===== src/design/bbv_pkg.sv =====
// Constants, types and helpers of the buck-boost voltage control
// Operation
// - Enable below 0.4V: shutdown, registers to default
// - Bus access only after 100us enable deglitch
// - Enable below low threshold inhibits switching
// - Enable high with supply ok starts soft-start
// - Power fault held during soft-start until good
// - Select low uses low code, default 3.3V
// - Select high uses high code, default 3.45V
// - Target equals 2.025V plus code times 25mV
// - Range 2.025V to 5.2V, 25mV steps
// - Rate field picks 1/2.5/5/10 V/ms, both directions
// - Select change ramps output at chosen rate
// - Ramp bit forces fixed frequency while ramping
// - Forced fixed-frequency bit gives continuous conduction
// - Ultra-sonic bit keeps switching above 30kHz
// - Default is automatic light-load pulse skipping
// - Fault set when not good; read clears if good
// - Output discharged whenever enable is low
// - Power-on reset loads default voltage codes
// - Rate codes 00/01/10/11 in register 0x01
// - Serial target address is 0x75
package bbv_pkg;

    // ==========================================================
    // Register map
    localparam logic [7:0] REG_CONTROL = 8'h01;
    localparam logic [7:0] REG_STATUS = 8'h02;
    localparam logic [7:0] REG_LOW_CODE = 8'h04;
    localparam logic [7:0] REG_HIGH_CODE = 8'h05;
    localparam logic [6:0] I2C_TARGET_ADDR = 7'h75;

    // ==========================================================
    // Field positions
    localparam int CTRL_RATE_LSB = 0;
    localparam int CTRL_RATE_MSB = 1;
    localparam int CTRL_RAMP_PWM_BIT = 2;
    localparam int CTRL_FORCED_FIXED_FREQUENCY_BIT_BIT = 3;
    localparam int CTRL_USONIC_BIT = 4;
    localparam int STAT_FAULT_BIT = 0;
    localparam int CODE_W = 7;

    // ==========================================================
    // Reset values
    localparam logic [4:0] CONTROL_RESET = 5'h00;
    localparam logic [6:0] LOW_CODE_RESET = 7'h33;
    localparam logic [6:0] HIGH_CODE_RESET = 7'h39;
    localparam logic FAULT_RESET = 1'b1;

    // ==========================================================
    // Ramp rate encodings
    localparam logic [1:0] RATE_1V_MS = 2'b00;
    localparam logic [1:0] RATE_2V5_MS = 2'b01;
    localparam logic [1:0] RATE_5V_MS = 2'b10;
    localparam logic [1:0] RATE_10V_MS = 2'b11;

    // ==========================================================
    // Timing
    localparam int CLK_PERIOD_NS = 5;
    localparam int DEGLITCH_US = 100;
    localparam int DEGLITCH_CYC = (DEGLITCH_US * 1000 + CLK_PERIOD_NS - 1) / CLK_PERIOD_NS;
    localparam int VOUT_BASE_MV = 2025;
    localparam int VOUT_STEP_MV = 25;
    localparam int RATE0_MV_PER_MS = 1000;
    localparam int RATE1_MV_PER_MS = 2500;
    localparam int RATE2_MV_PER_MS = 5000;
    localparam int RATE3_MV_PER_MS = 10000;
    localparam int STEP_SCALE = VOUT_STEP_MV * 1000000 / CLK_PERIOD_NS;
    localparam int STEP0_CYC = STEP_SCALE / RATE0_MV_PER_MS;
    localparam int STEP1_CYC = STEP_SCALE / RATE1_MV_PER_MS;
    localparam int STEP2_CYC = STEP_SCALE / RATE2_MV_PER_MS;
    localparam int STEP3_CYC = STEP_SCALE / RATE3_MV_PER_MS;

    // ==========================================================
    // Serial engine states
    typedef enum logic [3:0] {
        ST_IDLE = 4'h0,
        ST_ADDR = 4'h1,
        ST_ADDR_ACK = 4'h2,
        ST_PTR = 4'h3,
        ST_PTR_ACK = 4'h4,
        ST_WDATA = 4'h5,
        ST_WDATA_ACK = 4'h6,
        ST_RDATA = 4'h7,
        ST_RACK = 4'h8
    } bbv_i2c_state_t;

    // Code to millivolts, 13 bits covers 5200
    function automatic logic [12:0] code_to_mv(input logic [6:0] code);
        return 13'(VOUT_BASE_MV) + 13'(code) * 13'(VOUT_STEP_MV);
    endfunction : code_to_mv

endpackage : bbv_pkg


===== src/design/bbv_ramp_stepper.sv =====
// Slew-limited stepper toward the selected code
`timescale 1ns/1ps
`default_nettype none
module bbv_ramp_stepper #(
    parameter int CW = 7,
    parameter int CNT_W = 16,
    parameter int STEP_SLOW = 5000,
    parameter int STEP_MID = 2000,
    parameter int STEP_FAST = 1000,
    parameter int STEP_TOP = 500
) (
    input wire logic clk,
    input wire logic rst_n,
    input wire logic load,
    input wire logic [CW-1:0] target_code,
    input wire logic [1:0] rate_sel,
    output logic [CW-1:0] current_code,
    output logic ramping
);

    logic [CNT_W-1:0] cnt_q;
    logic [CNT_W-1:0] interval;
    logic [CW-1:0] cur_q;
    logic busy_q;

    // ==========================================================
    // Interval per rate code
    always_comb begin
        unique case (rate_sel)
            bbv_pkg::RATE_1V_MS: interval = CNT_W'(STEP_SLOW);
            bbv_pkg::RATE_2V5_MS: interval = CNT_W'(STEP_MID);
            bbv_pkg::RATE_5V_MS: interval = CNT_W'(STEP_FAST);
            bbv_pkg::RATE_10V_MS: interval = CNT_W'(STEP_TOP);
        endcase
    end

    // ==========================================================
    // Stepping, same interval up and down
    always_ff @(posedge clk or negedge rst_n) begin
        if (!rst_n) begin
            cur_q <= bbv_pkg::LOW_CODE_RESET;
            cnt_q <= '0;
        end else if (load) begin
            cur_q <= target_code;
            cnt_q <= '0;
        end else if (cur_q == target_code) begin
            cnt_q <= '0;
        end else if (cnt_q >= interval - CNT_W'(1)) begin
            cnt_q <= '0;
            if (cur_q < target_code) begin
                cur_q <= cur_q + CW'(1);
            end else begin
                cur_q <= cur_q - CW'(1);
            end
        end else begin
            cnt_q <= cnt_q + CNT_W'(1);
        end
    end

    always_ff @(posedge clk or negedge rst_n) begin
        if (!rst_n) begin
            busy_q <= 1'b0;
        end else begin
            busy_q <= !load && (cur_q != target_code);
        end
    end

    assign current_code = cur_q;
    assign ramping = busy_q;

endmodule : bbv_ramp_stepper
`default_nettype wire


===== src/design/bbv_voltage_control.sv =====
// Buck-boost voltage control top: serial target, registers, modes
`timescale 1ns/1ps
`default_nettype none
module bbv_voltage_control #(
    parameter int DEGLITCH_CYCLES = bbv_pkg::DEGLITCH_CYC,
    parameter int DG_W = 15,
    parameter int STEP_SLOW_CYC = bbv_pkg::STEP0_CYC,
    parameter int STEP_MID_CYC = bbv_pkg::STEP1_CYC,
    parameter int STEP_FAST_CYC = bbv_pkg::STEP2_CYC,
    parameter int STEP_TOP_CYC = bbv_pkg::STEP3_CYC,
    parameter int STEP_W = 16
) (
    input wire logic CLK_SYS,
    input wire logic RST_N,
    input wire logic EN_ABOVE_OFF,
    input wire logic EN_HIGH,
    input wire logic UVLO_OK,
    input wire logic VOUT_GOOD,
    input wire logic VOLTAGE_SELECT_PIN,
    input wire logic SCL,
    input wire logic SDA_IN,
    output logic SDA_OUT,
    output logic SDA_OE_N,
    output logic SHUTDOWN,
    output logic SWITCH_EN,
    output logic SOFT_START,
    output logic DISCHARGE_EN,
    output logic BUS_READY,
    output logic [6:0] TARGET_CODE,
    output logic [12:0] TARGET_MV,
    output logic RAMP_ACTIVE,
    output logic FORCED_PWM,
    output logic LIGHT_LOAD_PULSE_SKIPPING,
    output logic ULTRASONIC_EN,
    output logic POWER_FAULT_FLAG
);

    // ==========================================================
    // Declarations
    bbv_pkg::bbv_i2c_state_t state_q;
    logic scl_q;
    logic sda_q;
    logic [3:0] bit_cnt_q;
    logic [7:0] shift_q;
    logic [7:0] tx_q;
    logic [7:0] ptr_q;
    logic rw_q;
    logic mack_q;
    logic drive_low_q;
    logic [4:0] ctrl_q;
    logic [6:0] low_code_q;
    logic [6:0] high_code_q;
    logic [DG_W-1:0] dg_cnt_q;
    logic fault_q, bus_ok_q, sw_en_q, soft_q, shutdown_q, discharge_q, forced_q, usonic_q;
    logic [12:0] mv_q;
    logic scl_rise;
    logic scl_fall;
    logic start_cond;
    logic stop_cond;
    logic shutdown;
    logic sw_en_d;
    logic wr_fire;
    logic load_tx;
    logic status_read;
    logic [6:0] selected_voltage_code;
    logic [6:0] active_code;
    logic ramping;
    logic [7:0] rd_byte;

    // ==========================================================
    // Register read mux; unmapped offsets read zero
    function automatic logic [7:0] read_byte(input logic [7:0] offs);
        unique case (offs)
            bbv_pkg::REG_CONTROL: return {3'h0, ctrl_q};
            bbv_pkg::REG_STATUS: return {7'h00, fault_q};
            bbv_pkg::REG_LOW_CODE: return {1'b0, low_code_q};
            bbv_pkg::REG_HIGH_CODE: return {1'b0, high_code_q};
            default: return 8'h00;
        endcase
    endfunction : read_byte

    always_comb begin
        rd_byte = read_byte(ptr_q);
    end

    // ==========================================================
    // Bus condition detection, pins are already synchronous
    always_ff @(posedge CLK_SYS or negedge RST_N) begin
        if (!RST_N) begin
            scl_q <= 1'b1;
            sda_q <= 1'b1;
        end else begin
            scl_q <= SCL;
            sda_q <= SDA_IN;
        end
    end

    assign scl_rise = SCL && !scl_q;
    assign scl_fall = !SCL && scl_q;
    assign start_cond = SCL && scl_q && sda_q && !SDA_IN;
    assign stop_cond = SCL && scl_q && !sda_q && SDA_IN;
    assign shutdown = !EN_ABOVE_OFF;

    // ==========================================================
    // Enable deglitch before the bus is opened
    always_ff @(posedge CLK_SYS or negedge RST_N) begin
        if (!RST_N) begin
            dg_cnt_q <= '0;
            bus_ok_q <= 1'b0;
        end else if (!EN_HIGH || shutdown) begin
            dg_cnt_q <= '0;
            bus_ok_q <= 1'b0;
        end else if (!bus_ok_q) begin
            if (dg_cnt_q >= DG_W'(DEGLITCH_CYCLES - 1)) begin
                bus_ok_q <= 1'b1;
            end else begin
                dg_cnt_q <= dg_cnt_q + DG_W'(1);
            end
        end
    end

    // ==========================================================
    // Serial slave engine
    // Closed until deglitch: no address is acked
    assign wr_fire = bus_ok_q && !start_cond && !stop_cond && (state_q == bbv_pkg::ST_WDATA)
        && scl_fall && (bit_cnt_q == 4'h8);
    assign load_tx = bus_ok_q && !start_cond && !stop_cond && scl_fall
        && (((state_q == bbv_pkg::ST_ADDR_ACK) && rw_q) || ((state_q == bbv_pkg::ST_RACK) && mack_q));
    assign status_read = load_tx && (ptr_q == bbv_pkg::REG_STATUS);

    always_ff @(posedge CLK_SYS or negedge RST_N) begin
        if (!RST_N) begin
            state_q <= bbv_pkg::ST_IDLE;
            bit_cnt_q <= 4'h0;
            shift_q <= 8'h00;
            tx_q <= 8'h00;
            ptr_q <= 8'h00;
            rw_q <= 1'b0;
            mack_q <= 1'b0;
            drive_low_q <= 1'b0;
        end else if (shutdown || !bus_ok_q) begin
            state_q <= bbv_pkg::ST_IDLE;
            bit_cnt_q <= 4'h0;
            ptr_q <= 8'h00;
            drive_low_q <= 1'b0;
        end else if (start_cond) begin
            state_q <= bbv_pkg::ST_ADDR;
            bit_cnt_q <= 4'h0;
            drive_low_q <= 1'b0;
        end else if (stop_cond) begin
            state_q <= bbv_pkg::ST_IDLE;
            drive_low_q <= 1'b0;
        end else if (load_tx) begin
            bit_cnt_q <= 4'h0;
            tx_q <= rd_byte;
            drive_low_q <= !rd_byte[7];
            ptr_q <= ptr_q + 8'h01;
            state_q <= bbv_pkg::ST_RDATA;
        end else begin
            unique case (state_q)
                bbv_pkg::ST_IDLE: begin
                    drive_low_q <= 1'b0;
                end
                bbv_pkg::ST_ADDR, bbv_pkg::ST_PTR, bbv_pkg::ST_WDATA: begin
                    if (scl_rise) begin
                        shift_q <= {shift_q[6:0], SDA_IN};
                        bit_cnt_q <= bit_cnt_q + 4'h1;
                    end else if (scl_fall && bit_cnt_q == 4'h8) begin
                        bit_cnt_q <= 4'h0;
                        if (state_q == bbv_pkg::ST_ADDR) begin
                            if (shift_q[7:1] == bbv_pkg::I2C_TARGET_ADDR) begin
                                rw_q <= shift_q[0];
                                drive_low_q <= 1'b1;
                                state_q <= bbv_pkg::ST_ADDR_ACK;
                            end else begin
                                state_q <= bbv_pkg::ST_IDLE;
                            end
                        end else if (state_q == bbv_pkg::ST_PTR) begin
                            ptr_q <= shift_q;
                            drive_low_q <= 1'b1;
                            state_q <= bbv_pkg::ST_PTR_ACK;
                        end else begin
                            ptr_q <= ptr_q + 8'h01;
                            drive_low_q <= 1'b1;
                            state_q <= bbv_pkg::ST_WDATA_ACK;
                        end
                    end
                end
                bbv_pkg::ST_ADDR_ACK, bbv_pkg::ST_PTR_ACK, bbv_pkg::ST_WDATA_ACK: begin
                    if (scl_fall) begin
                        bit_cnt_q <= 4'h0;
                        drive_low_q <= 1'b0;
                        state_q <= (state_q == bbv_pkg::ST_ADDR_ACK) ? bbv_pkg::ST_PTR
                            : bbv_pkg::ST_WDATA;
                    end
                end
                bbv_pkg::ST_RDATA: begin
                    if (scl_rise) begin
                        bit_cnt_q <= bit_cnt_q + 4'h1;
                    end else if (scl_fall) begin
                        if (bit_cnt_q == 4'h8) begin
                            drive_low_q <= 1'b0;
                            state_q <= bbv_pkg::ST_RACK;
                        end else begin
                            tx_q <= {tx_q[6:0], 1'b0};
                            drive_low_q <= !tx_q[6];
                        end
                    end
                end
                bbv_pkg::ST_RACK: begin
                    if (scl_rise) begin
                        mack_q <= !SDA_IN;
                    end else if (scl_fall) begin
                        bit_cnt_q <= 4'h0;
                        state_q <= bbv_pkg::ST_IDLE;
                    end
                end
                default: begin
                    state_q <= bbv_pkg::ST_IDLE;
                    drive_low_q <= 1'b0;
                end
            endcase
        end
    end

    // ==========================================================
    // Writable registers
    always_ff @(posedge CLK_SYS or negedge RST_N) begin
        if (!RST_N) begin
            ctrl_q <= bbv_pkg::CONTROL_RESET;
            low_code_q <= bbv_pkg::LOW_CODE_RESET;
            high_code_q <= bbv_pkg::HIGH_CODE_RESET;
        end else if (shutdown) begin
            ctrl_q <= bbv_pkg::CONTROL_RESET;
            low_code_q <= bbv_pkg::LOW_CODE_RESET;
            high_code_q <= bbv_pkg::HIGH_CODE_RESET;
        end else if (wr_fire) begin
            unique case (ptr_q)
                bbv_pkg::REG_CONTROL: ctrl_q <= shift_q[4:0];
                bbv_pkg::REG_LOW_CODE: low_code_q <= shift_q[6:0];
                bbv_pkg::REG_HIGH_CODE: high_code_q <= shift_q[6:0];
                default: ctrl_q <= ctrl_q;
            endcase
        end
    end

    // ==========================================================
    // Power fault flag: a pending fault beats the read-clear
    always_ff @(posedge CLK_SYS or negedge RST_N) begin
        if (!RST_N) begin
            fault_q <= bbv_pkg::FAULT_RESET;
        end else if (shutdown) begin
            fault_q <= bbv_pkg::FAULT_RESET;
        end else if (!VOUT_GOOD || soft_q) begin
            fault_q <= 1'b1;
        end else if (status_read) begin
            fault_q <= 1'b0;
        end
    end

    // ==========================================================
    // Enable, switching and soft-start
    assign sw_en_d = EN_HIGH && UVLO_OK && !shutdown;

    always_ff @(posedge CLK_SYS or negedge RST_N) begin
        if (!RST_N) begin
            sw_en_q <= 1'b0;
            shutdown_q <= 1'b1;
            discharge_q <= 1'b1;
        end else begin
            sw_en_q <= sw_en_d;
            shutdown_q <= shutdown;
            discharge_q <= !EN_HIGH;
        end
    end

    always_ff @(posedge CLK_SYS or negedge RST_N) begin
        if (!RST_N) begin
            soft_q <= 1'b0;
        end else if (!sw_en_d) begin
            soft_q <= 1'b0;
        end else if (!sw_en_q) begin
            soft_q <= 1'b1;
        end else if (VOUT_GOOD) begin
            soft_q <= 1'b0;
        end
    end

    // ==========================================================
    // Target selection and slew
    // Idle code tracks the selection
    // so soft-start aims at the live setting
    assign selected_voltage_code = VOLTAGE_SELECT_PIN ? high_code_q : low_code_q;

    bbv_ramp_stepper #(
        .CW(bbv_pkg::CODE_W),
        .CNT_W(STEP_W),
        .STEP_SLOW(STEP_SLOW_CYC),
        .STEP_MID(STEP_MID_CYC),
        .STEP_FAST(STEP_FAST_CYC),
        .STEP_TOP(STEP_TOP_CYC)
    ) u_ramp (
        .clk(CLK_SYS),
        .rst_n(RST_N),
        .load(!sw_en_q),
        .target_code(selected_voltage_code),
        .rate_sel(ctrl_q[bbv_pkg::CTRL_RATE_MSB:bbv_pkg::CTRL_RATE_LSB]),
        .current_code(active_code),
        .ramping(ramping)
    );

    // ==========================================================
    // Operating mode
    always_ff @(posedge CLK_SYS or negedge RST_N) begin
        if (!RST_N) begin
            forced_q <= 1'b0;
            usonic_q <= 1'b0;
            mv_q <= bbv_pkg::code_to_mv(bbv_pkg::LOW_CODE_RESET);
        end else begin
            forced_q <= ctrl_q[bbv_pkg::CTRL_FORCED_FIXED_FREQUENCY_BIT_BIT]
                || (ctrl_q[bbv_pkg::CTRL_RAMP_PWM_BIT] && ramping);
            usonic_q <= ctrl_q[bbv_pkg::CTRL_USONIC_BIT];
            mv_q <= bbv_pkg::code_to_mv(active_code);
        end
    end

    // ==========================================================
    // Outputs
    assign SDA_OUT = 1'b0;
    assign SDA_OE_N = !drive_low_q;
    assign SHUTDOWN = shutdown_q;
    assign SWITCH_EN = sw_en_q;
    assign SOFT_START = soft_q;
    assign DISCHARGE_EN = discharge_q;
    assign BUS_READY = bus_ok_q;
    assign TARGET_CODE = active_code;
    assign TARGET_MV = mv_q;
    assign RAMP_ACTIVE = ramping;
    assign FORCED_PWM = forced_q;
    assign LIGHT_LOAD_PULSE_SKIPPING = !forced_q;
    assign ULTRASONIC_EN = usonic_q;
    assign POWER_FAULT_FLAG = fault_q;

endmodule : bbv_voltage_control
`default_nettype wire


===== config.mk =====
export PLATFORM = sky130hd
export DESIGN_NAME = bbv_voltage_control
export DESIGN_NICKNAME = d
export VERILOG_FILES = /design/src/design/bbv_pkg.sv /design/src/design/bbv_ramp_stepper.sv /design/src/design/bbv_voltage_control.sv
export SDC_FILE = /design/constraint.sdc
export NUM_CORES = 1
export LEC_CHECK = 0
export ABC_CLOCK_PERIOD_IN_PS = 6600
export BUFFER_PORTS_ARGS = -buffer_cell sky130_fd_sc_hd__buf_2
export CAP_MARGIN = 20
export CORE_MARGIN = 1
export CORE_UTILIZATION = 25
export CTS_CLUSTER_SIZE = 12
export DETAILED_ROUTE_END_ITERATION = 6
export PLACE_DENSITY = 0.45
export SYNTH_ARGS = -nofsm -noshare
export SYNTH_HDL_FRONTEND = slang
export SYNTH_SLANG_ARGS = --single-unit

===== constraint.sdc =====
create_clock -name CLK_SYS -period 6.6 [get_ports CLK_SYS]
set_input_delay 0.66 -clock CLK_SYS [delete_from_list [all_inputs] [get_ports CLK_SYS]]
set_output_delay 0.66 -clock CLK_SYS [all_outputs]
set_load 0.005 [all_outputs]

==> results.md, run 1 <==
* Run status: complete, no violations
* Synthesized area per cell at 10.0 sq um
* Number of global-route vias before repair at 5097
* Final setup viols at 0
* Kind of critical path: reg2reg
* Post-synth cell types at 74
* CTS H-tree depth at 4
* Clock slew at reported path FFs at 0.06 ns
* Synth Instances at 696
* Layout net count at 807
* Worst-margin pin slew at 0.865 ns
* Number of synthesis warnings at 0
* FF-to-FF path depth at 12
* Hold Buf Count CTS at 0
* Crit path cell chain: inv_1, ha_1, fa_1, inv_1, ha_1, ha_1, a31oi_1, o21bai_1, a211o_1, a21oi_1, a21oi_1, xnor2_1
* Die width at 169 microns
* Initial antenna violation count at 0
* Commonest cells after routing, fill and taps aside: dfrtp_1, nor2_1, ha_1, inv_1, nand2_1
* Leakage at 3.69 nW
* Io pins at 41
* Critical Path RT at 6.90 ns
* GPL Wtd Cong at 0.788
* Initial Util at 25.7%
* IO Port Bufs at 39
* Sequential share of the synthesized area at 41.7%
* Initial DRC Count at 266
* Hold crit path type: in2async
* Via Count at 5127
* Post_cts resized at 0
* Synthesized flop and latch total at 115
* Pwr dens at 256 nW/um^2
* Final HPWL DP at 11400 microns
* Setup ws final at 3.14 ns
* DR vias/cell at 4.57
* Most common cell after layout, fill and taps aside: dfrtp_1
* Worst-case hold slack at 0.343 ns
* Endpoints failing hold at 0
* R2R Path Start: u_ramp.current_code[1]
* Pre-CTS WS at 2.71 ns
* Max-slew headroom at 41.9%
* Tcrit/Tclk final at 52.4%
* Worst setup EP type: register
* Buf/Inv on CP at 2
* Reg area at 2910 sq um
* Max-Cap Viols at 0
* First-pass GRT wire length at 26800 microns
* Critical register-to-register path endpoint: TARGET_MV[12]
* Later-pin clock latency in the skew report at 0.42 ns
* Setup Buffers After CTS at 0
* WL/cell at 14.2 microns
* Crit path max-delay cell type: dfstp_2
* Setup TNS at 0 ns
* Clk sinks at 115
* Finished Core Util at 29.8%
* Peak VDD IR at 0.146 mV
* Power Total at 2.08 mW
* RSZ-0062 raised after global routing: false
* Fin Clk Skew at 0.00915 ns
* DIE AREA at 28600 sq um
* Mapped cell area at 6980 sq um
* Crit path time final at 3.46 ns
* Root Driver: clkbuf_16
* Most used cell, CP: ha_1
* CTS Buf Count at 17
* WP data arrival at 3.76 ns
* Layout cells sized above 1 at 17.6%
* Ant. Diodes at 0
* Maximum fanout along the worst path at 10
* DR pass1 iterations at 4
* Max Buffers Root-to-Sink at 2
* Area grow syn2layout at 16.2%
* Largest net degree at the start of global routing at 63
* Primary FF master, synth: dfrtp_1
* # rows at 60
* Reg2Reg Setup Slack at 3.14 ns
* CTS tree: yes
* Fillers at 2887
* Remaining design rule violation count at 0
* Core Box Area at 27200 sq um
* Critical path launch point type: register
* Fmax at 289 MHz
* Gr usage total at 11.9%
* Ys async rst share at 100%
* Pins Over Slew Limit at 0
* Die height at 169 microns
* CP max stage delay at 0.64 ns
* Overflow left after global routing at 0
* Post-route ant nets at 0
* Family with the most delay on the worst path: adder cells
* Post-synth EDFFs at 0
* Final WL at 16000 microns
* Multi-input gate area at 3760 sq um
-- cell usage after synthesis (7+ instances only) --
master,count,area (sq um)
ha_1,57,713
nor2_1,68,255
inv_1,47,176
xor2_1,16,140
o21ai_0,32,160
and3_1,13,81.3
nand4_1,7,43.8
a211oi_1,10,75.1
nand2_1,42,158
mux2_2,17,191
clkbuf_1,11,41.3
nand3_1,21,105
nand2b_1,7,43.8
a21oi_1,37,185
xnor2_1,25,219
dfrtp_1,92,2300
nor3_1,11,55.1
dfstp_2,23,604
mux2i_1,40,400
-- worst register-to-register path: stages, from the launching register on --
cell,delay (ns)
dfstp_2,0.64
inv_1,0.07
ha_1,0.31
fa_1,0.50
inv_1,0.04
ha_1,0.29
ha_1,0.34
a31oi_1,0.25
o21bai_1,0.13
a211o_1,0.31
a21oi_1,0.22
a21oi_1,0.12
xnor2_1,0.13
-- kinds of logic after synthesis --
| kind of cell | synth area share, % |
|---|---|
| buffers and inverters | 4.61 |
| muxes | 8.48 |
| DFF | 41.7 |
| other | 0.0538 |
| xor gates and xnor gates | 5.15 |
| AOI/OAI and AO/OA | 13.3 |
| adders and majority gates | 11.4 |
| and+or+nand+nor | 15.4 |
-- cell type report --
cell class	count	share of cell area, %
Sequential cell	115	35.9
Timing Repair Buffer	42	2.72
Clock buffer	21	5.68
Inverter	47	2.18
Clock inverter	11	1.36
Multi-Input combinational cell	514	46.5
Tap cell	372	5.74
-- worst max-delay path by stage --
stage                                start                endpoint  slack [ns]  depth (start not counted)
floorplan               VOLTAGE_SELECT_PIN  u_ramp.current_code[6]        2.87                         14
global placement        VOLTAGE_SELECT_PIN  u_ramp.current_code[6]        2.74                         14
detailed placement      VOLTAGE_SELECT_PIN  u_ramp.current_code[6]        2.71                         14
CTS                 u_ramp.current_code[1]           TARGET_MV[12]        3.11                         12
global route        u_ramp.current_code[1]           TARGET_MV[12]        2.93                         12
finish              u_ramp.current_code[1]           TARGET_MV[12]        3.14                         12
-- layer usage --
metal  vias to the layer above  track usage [%]  wire length (microns)
li1                       2558                -                      -
met4                         0             4.07                    247
met3                        17             2.60                    506
met5                         -                0                      0
met2                        76             18.9                   7250
met1                      2476             16.0                   7980
-- power breakdown --
group | switching, mW | total, mW | internal, mW
sequential | 0.0203 | 0.778 | 0.758
combinational | 0.213 | 0.395 | 0.183
clock | 0.335 | 0.905 | 0.570
total | 0.568 | 2.08 | 1.51
-- state kept, by name (all words and copies together) (netlist names), 4 cells and up --
signal,flops
tx_q,7
state_q,4
dg_cnt_q,15
shift_q,8
u_ramp.cnt_q,16
bit_cnt_q,4
TARGET_MV,13
u_ramp.current_code,7
low_code_q,7
high_code_q,7
ptr_q,8
ctrl_q,5
-- stage by stage --
step | instances | instance area (sq um)
3_3_place_gp | 1090 | 7530
4_1_cts | 1122 | 8100
6_report | 1122 | 8100
2_1_floorplan | 699 | 6990
5_1_grt | 1122 | 8100
3_5_place_dp | 1090 | 7530
No activity file was read; power rests on OpenSTA's default activity.
==> inputs of run 2 (changes only) <==
ABC_CLOCK_PERIOD_IN_PS = 3050   (was 6600)
PLACE_DENSITY = 0.46   (was 0.45)
clock period = 3.05 ns   (was 6.6 ns; I/O delays follow)
==> results.md, run 2 (synthesis results as in run 1) <==
* Reg2Reg Setup Slack at 0.02 ns
* Fmax at 330 MHz
* Worst-margin pin slew at 0.806 ns
* Layout net count at 843
* Most common cell after layout, fill and taps aside: dfrtp_1
* DR vias/cell at 4.53
* Post-route ant nets at 0
* CP max stage delay at 0.55 ns
* Crit path cell chain: mux2i_2, ha_1, a211oi_2, nor2_1, a211oi_2, inv_2, fa_2, a211oi_2, o21bai_1, a21oi_1, xnor2_1, o21a_1, o31a_1
* Multi-input gate area at 3870 sq um
* WL/cell at 14.3 microns
* Fillers at 2867
* Clock slew at reported path FFs at 0.06 ns
* DR pass1 iterations at 5
* Maximum fanout along the worst path at 5
* Layout cells sized above 1 at 23.2%
* FF-to-FF path depth at 13
* Max-slew headroom at 45.7%
* # rows at 60
* Via Count at 5239
* Buf/Inv on CP at 1
* Commonest cells after routing, fill and taps aside: dfrtp_1, nor2_1, ha_1, inv_1, nand2_1
* Critical path launch point type: register
* Pwr dens at 562 nW/um^2
* CTS H-tree depth at 4
* Endpoints failing hold at 22
* Pins Over Slew Limit at 0
* Leakage at 3.87 nW
* Placed cell area at 7850 sq um
* Setup ws final at 0.0215 ns
* Final WL at 16600 microns
* Placed cells at 1123
* Final std cells w/o fill at 1157
* Final setup viols at 0
* Tcrit/Tclk final at 99.3%
* DIE AREA at 28600 sq um
* Final HPWL DP at 11800 microns
* Reg area at 2910 sq um
* Root Driver: clkbuf_16
* CTS Buf Count at 17
* Max FFs per register at 16
* Kind of critical path: reg2reg
* Critical register-to-register path endpoint: u_ramp.current_code[6]
* Fin Clk Skew at 0.00808 ns
* Setup TNS at 0 ns
* Critical Path RT at 3.35 ns
* Run status: finished with violations
* Finished Core Util at 31.3%
* RSZ-0062 raised after global routing: true
* Design area at 8510 sq um
* Initial DRC Count at 231
* IO Port Bufs at 39
* First-pass GRT wire length at 28000 microns
* Critical Path Source: low_code_q[4]
* WP data arrival at 3.33 ns
* Overflow left after global routing at 0
* Peak VDD IR at 0.354 mV
* Later-pin clock latency in the skew report at 0.41 ns
* Family with the most delay on the worst path: compound AO/OA/AOI/OAI gates
* Die height at 169 microns
* Io pins at 41
* Worst setup EP type: register
* Hold crit path type: in2async
* Worst-case hold slack at -0.0166 ns
* Max Buffers Root-to-Sink at 2
* Initial Util at 25.7%
* GPL Wtd Cong at 0.794
* Core Box Area at 27200 sq um
* Number of cells on the critical path at 13
* CP endpoint: u_ramp.current_code[6]
* CTS tree: yes
* Initial antenna violation count at 0
* Violated checks: negative hold slack
* Hold Buf Count CTS at 0
* Ant. Diodes at 0
* Reg with most FFs: u_ramp.cnt_q
* Most used cell, CP: a211oi_2
* Max-Cap Viols at 0
* Crit path max-delay cell type: dfstp_2
* R2R Path Start: low_code_q[4]
* Number of global-route vias before repair at 5249
* Remaining design rule violation count at 0
* Pre-CTS WS at -0.209 ns
* Clk sinks at 115
* Die width at 169 microns
* Area grow syn2layout at 22.0%
* Largest net degree at the start of global routing at 116
* Crit path time final at 3.03 ns
* Gr usage total at 12.4%
* Power Total at 4.78 mW
run 2: changes by cell type in the layout (fill, tap and decap cells not counted), sizes merged:
| cell | change |
|---|---|
| bufinv | +1 |
| clkinv | -3 |
| clkinvlp | +1 |
| buf | +36 |
run 2: per-layer routing:
layer  up-vias  part of all wire, %  global-route usage (%)
met5         -                    0                       0
met3        17                  3.1                    2.92
met1      2524                   49                    16.9
li1       2622                    -                       -
met4         0                  1.3                    3.56
met2        76                   47                    19.4
run 2: worst min path at each step:
stage,cells after the start,to,slack [ns]
floorplan,0,BUS_READY,0.009
global placement,0,ULTRASONIC_EN,0.44
detailed placement,0,ULTRASONIC_EN,0.44
CTS,2,u_ramp.cnt_q[6],0.02
global route,1,scl_q,0.02
finish,2,u_ramp.cnt_q[8],-0.02
run 2: worst reg2reg max path: stages, from the launching register on:
cell and delay, ns:
dfstp_2 0.55, mux2i_2 0.08, ha_1 0.31, a211oi_2 0.19
nor2_1 0.08, a211oi_2 0.25, inv_2 0.11, fa_2 0.36
a211oi_2 0.20, o21bai_1 0.10, a21oi_1 0.16, xnor2_1 0.11
o21a_1 0.19, o31a_1 0.23
run 2: power breakdown:
group	switching (mW)	total (mW)	internal, mW
clock	0.724	2.04	1.32
sequential	0.0256	1.66	1.64
combinational	0.541	1.08	0.539
run 2: area by class of cell:
cell class                      count  area share, %
Inverter                           47           2.07
Clock buffer                       21           5.41
Timing Repair Buffer               78           5.91
Clock inverter                     10           1.56
Sequential cell                   115           34.2
Tap cell                          372           5.47
Multi-Input combinational cell    514           45.4
run 2: what timing repair did:
action,in CTS,in global routing
endpoints found under the setup margin,1,7
pin swaps,0,12
setup buffers,0,3
gates resized for setup,1,8
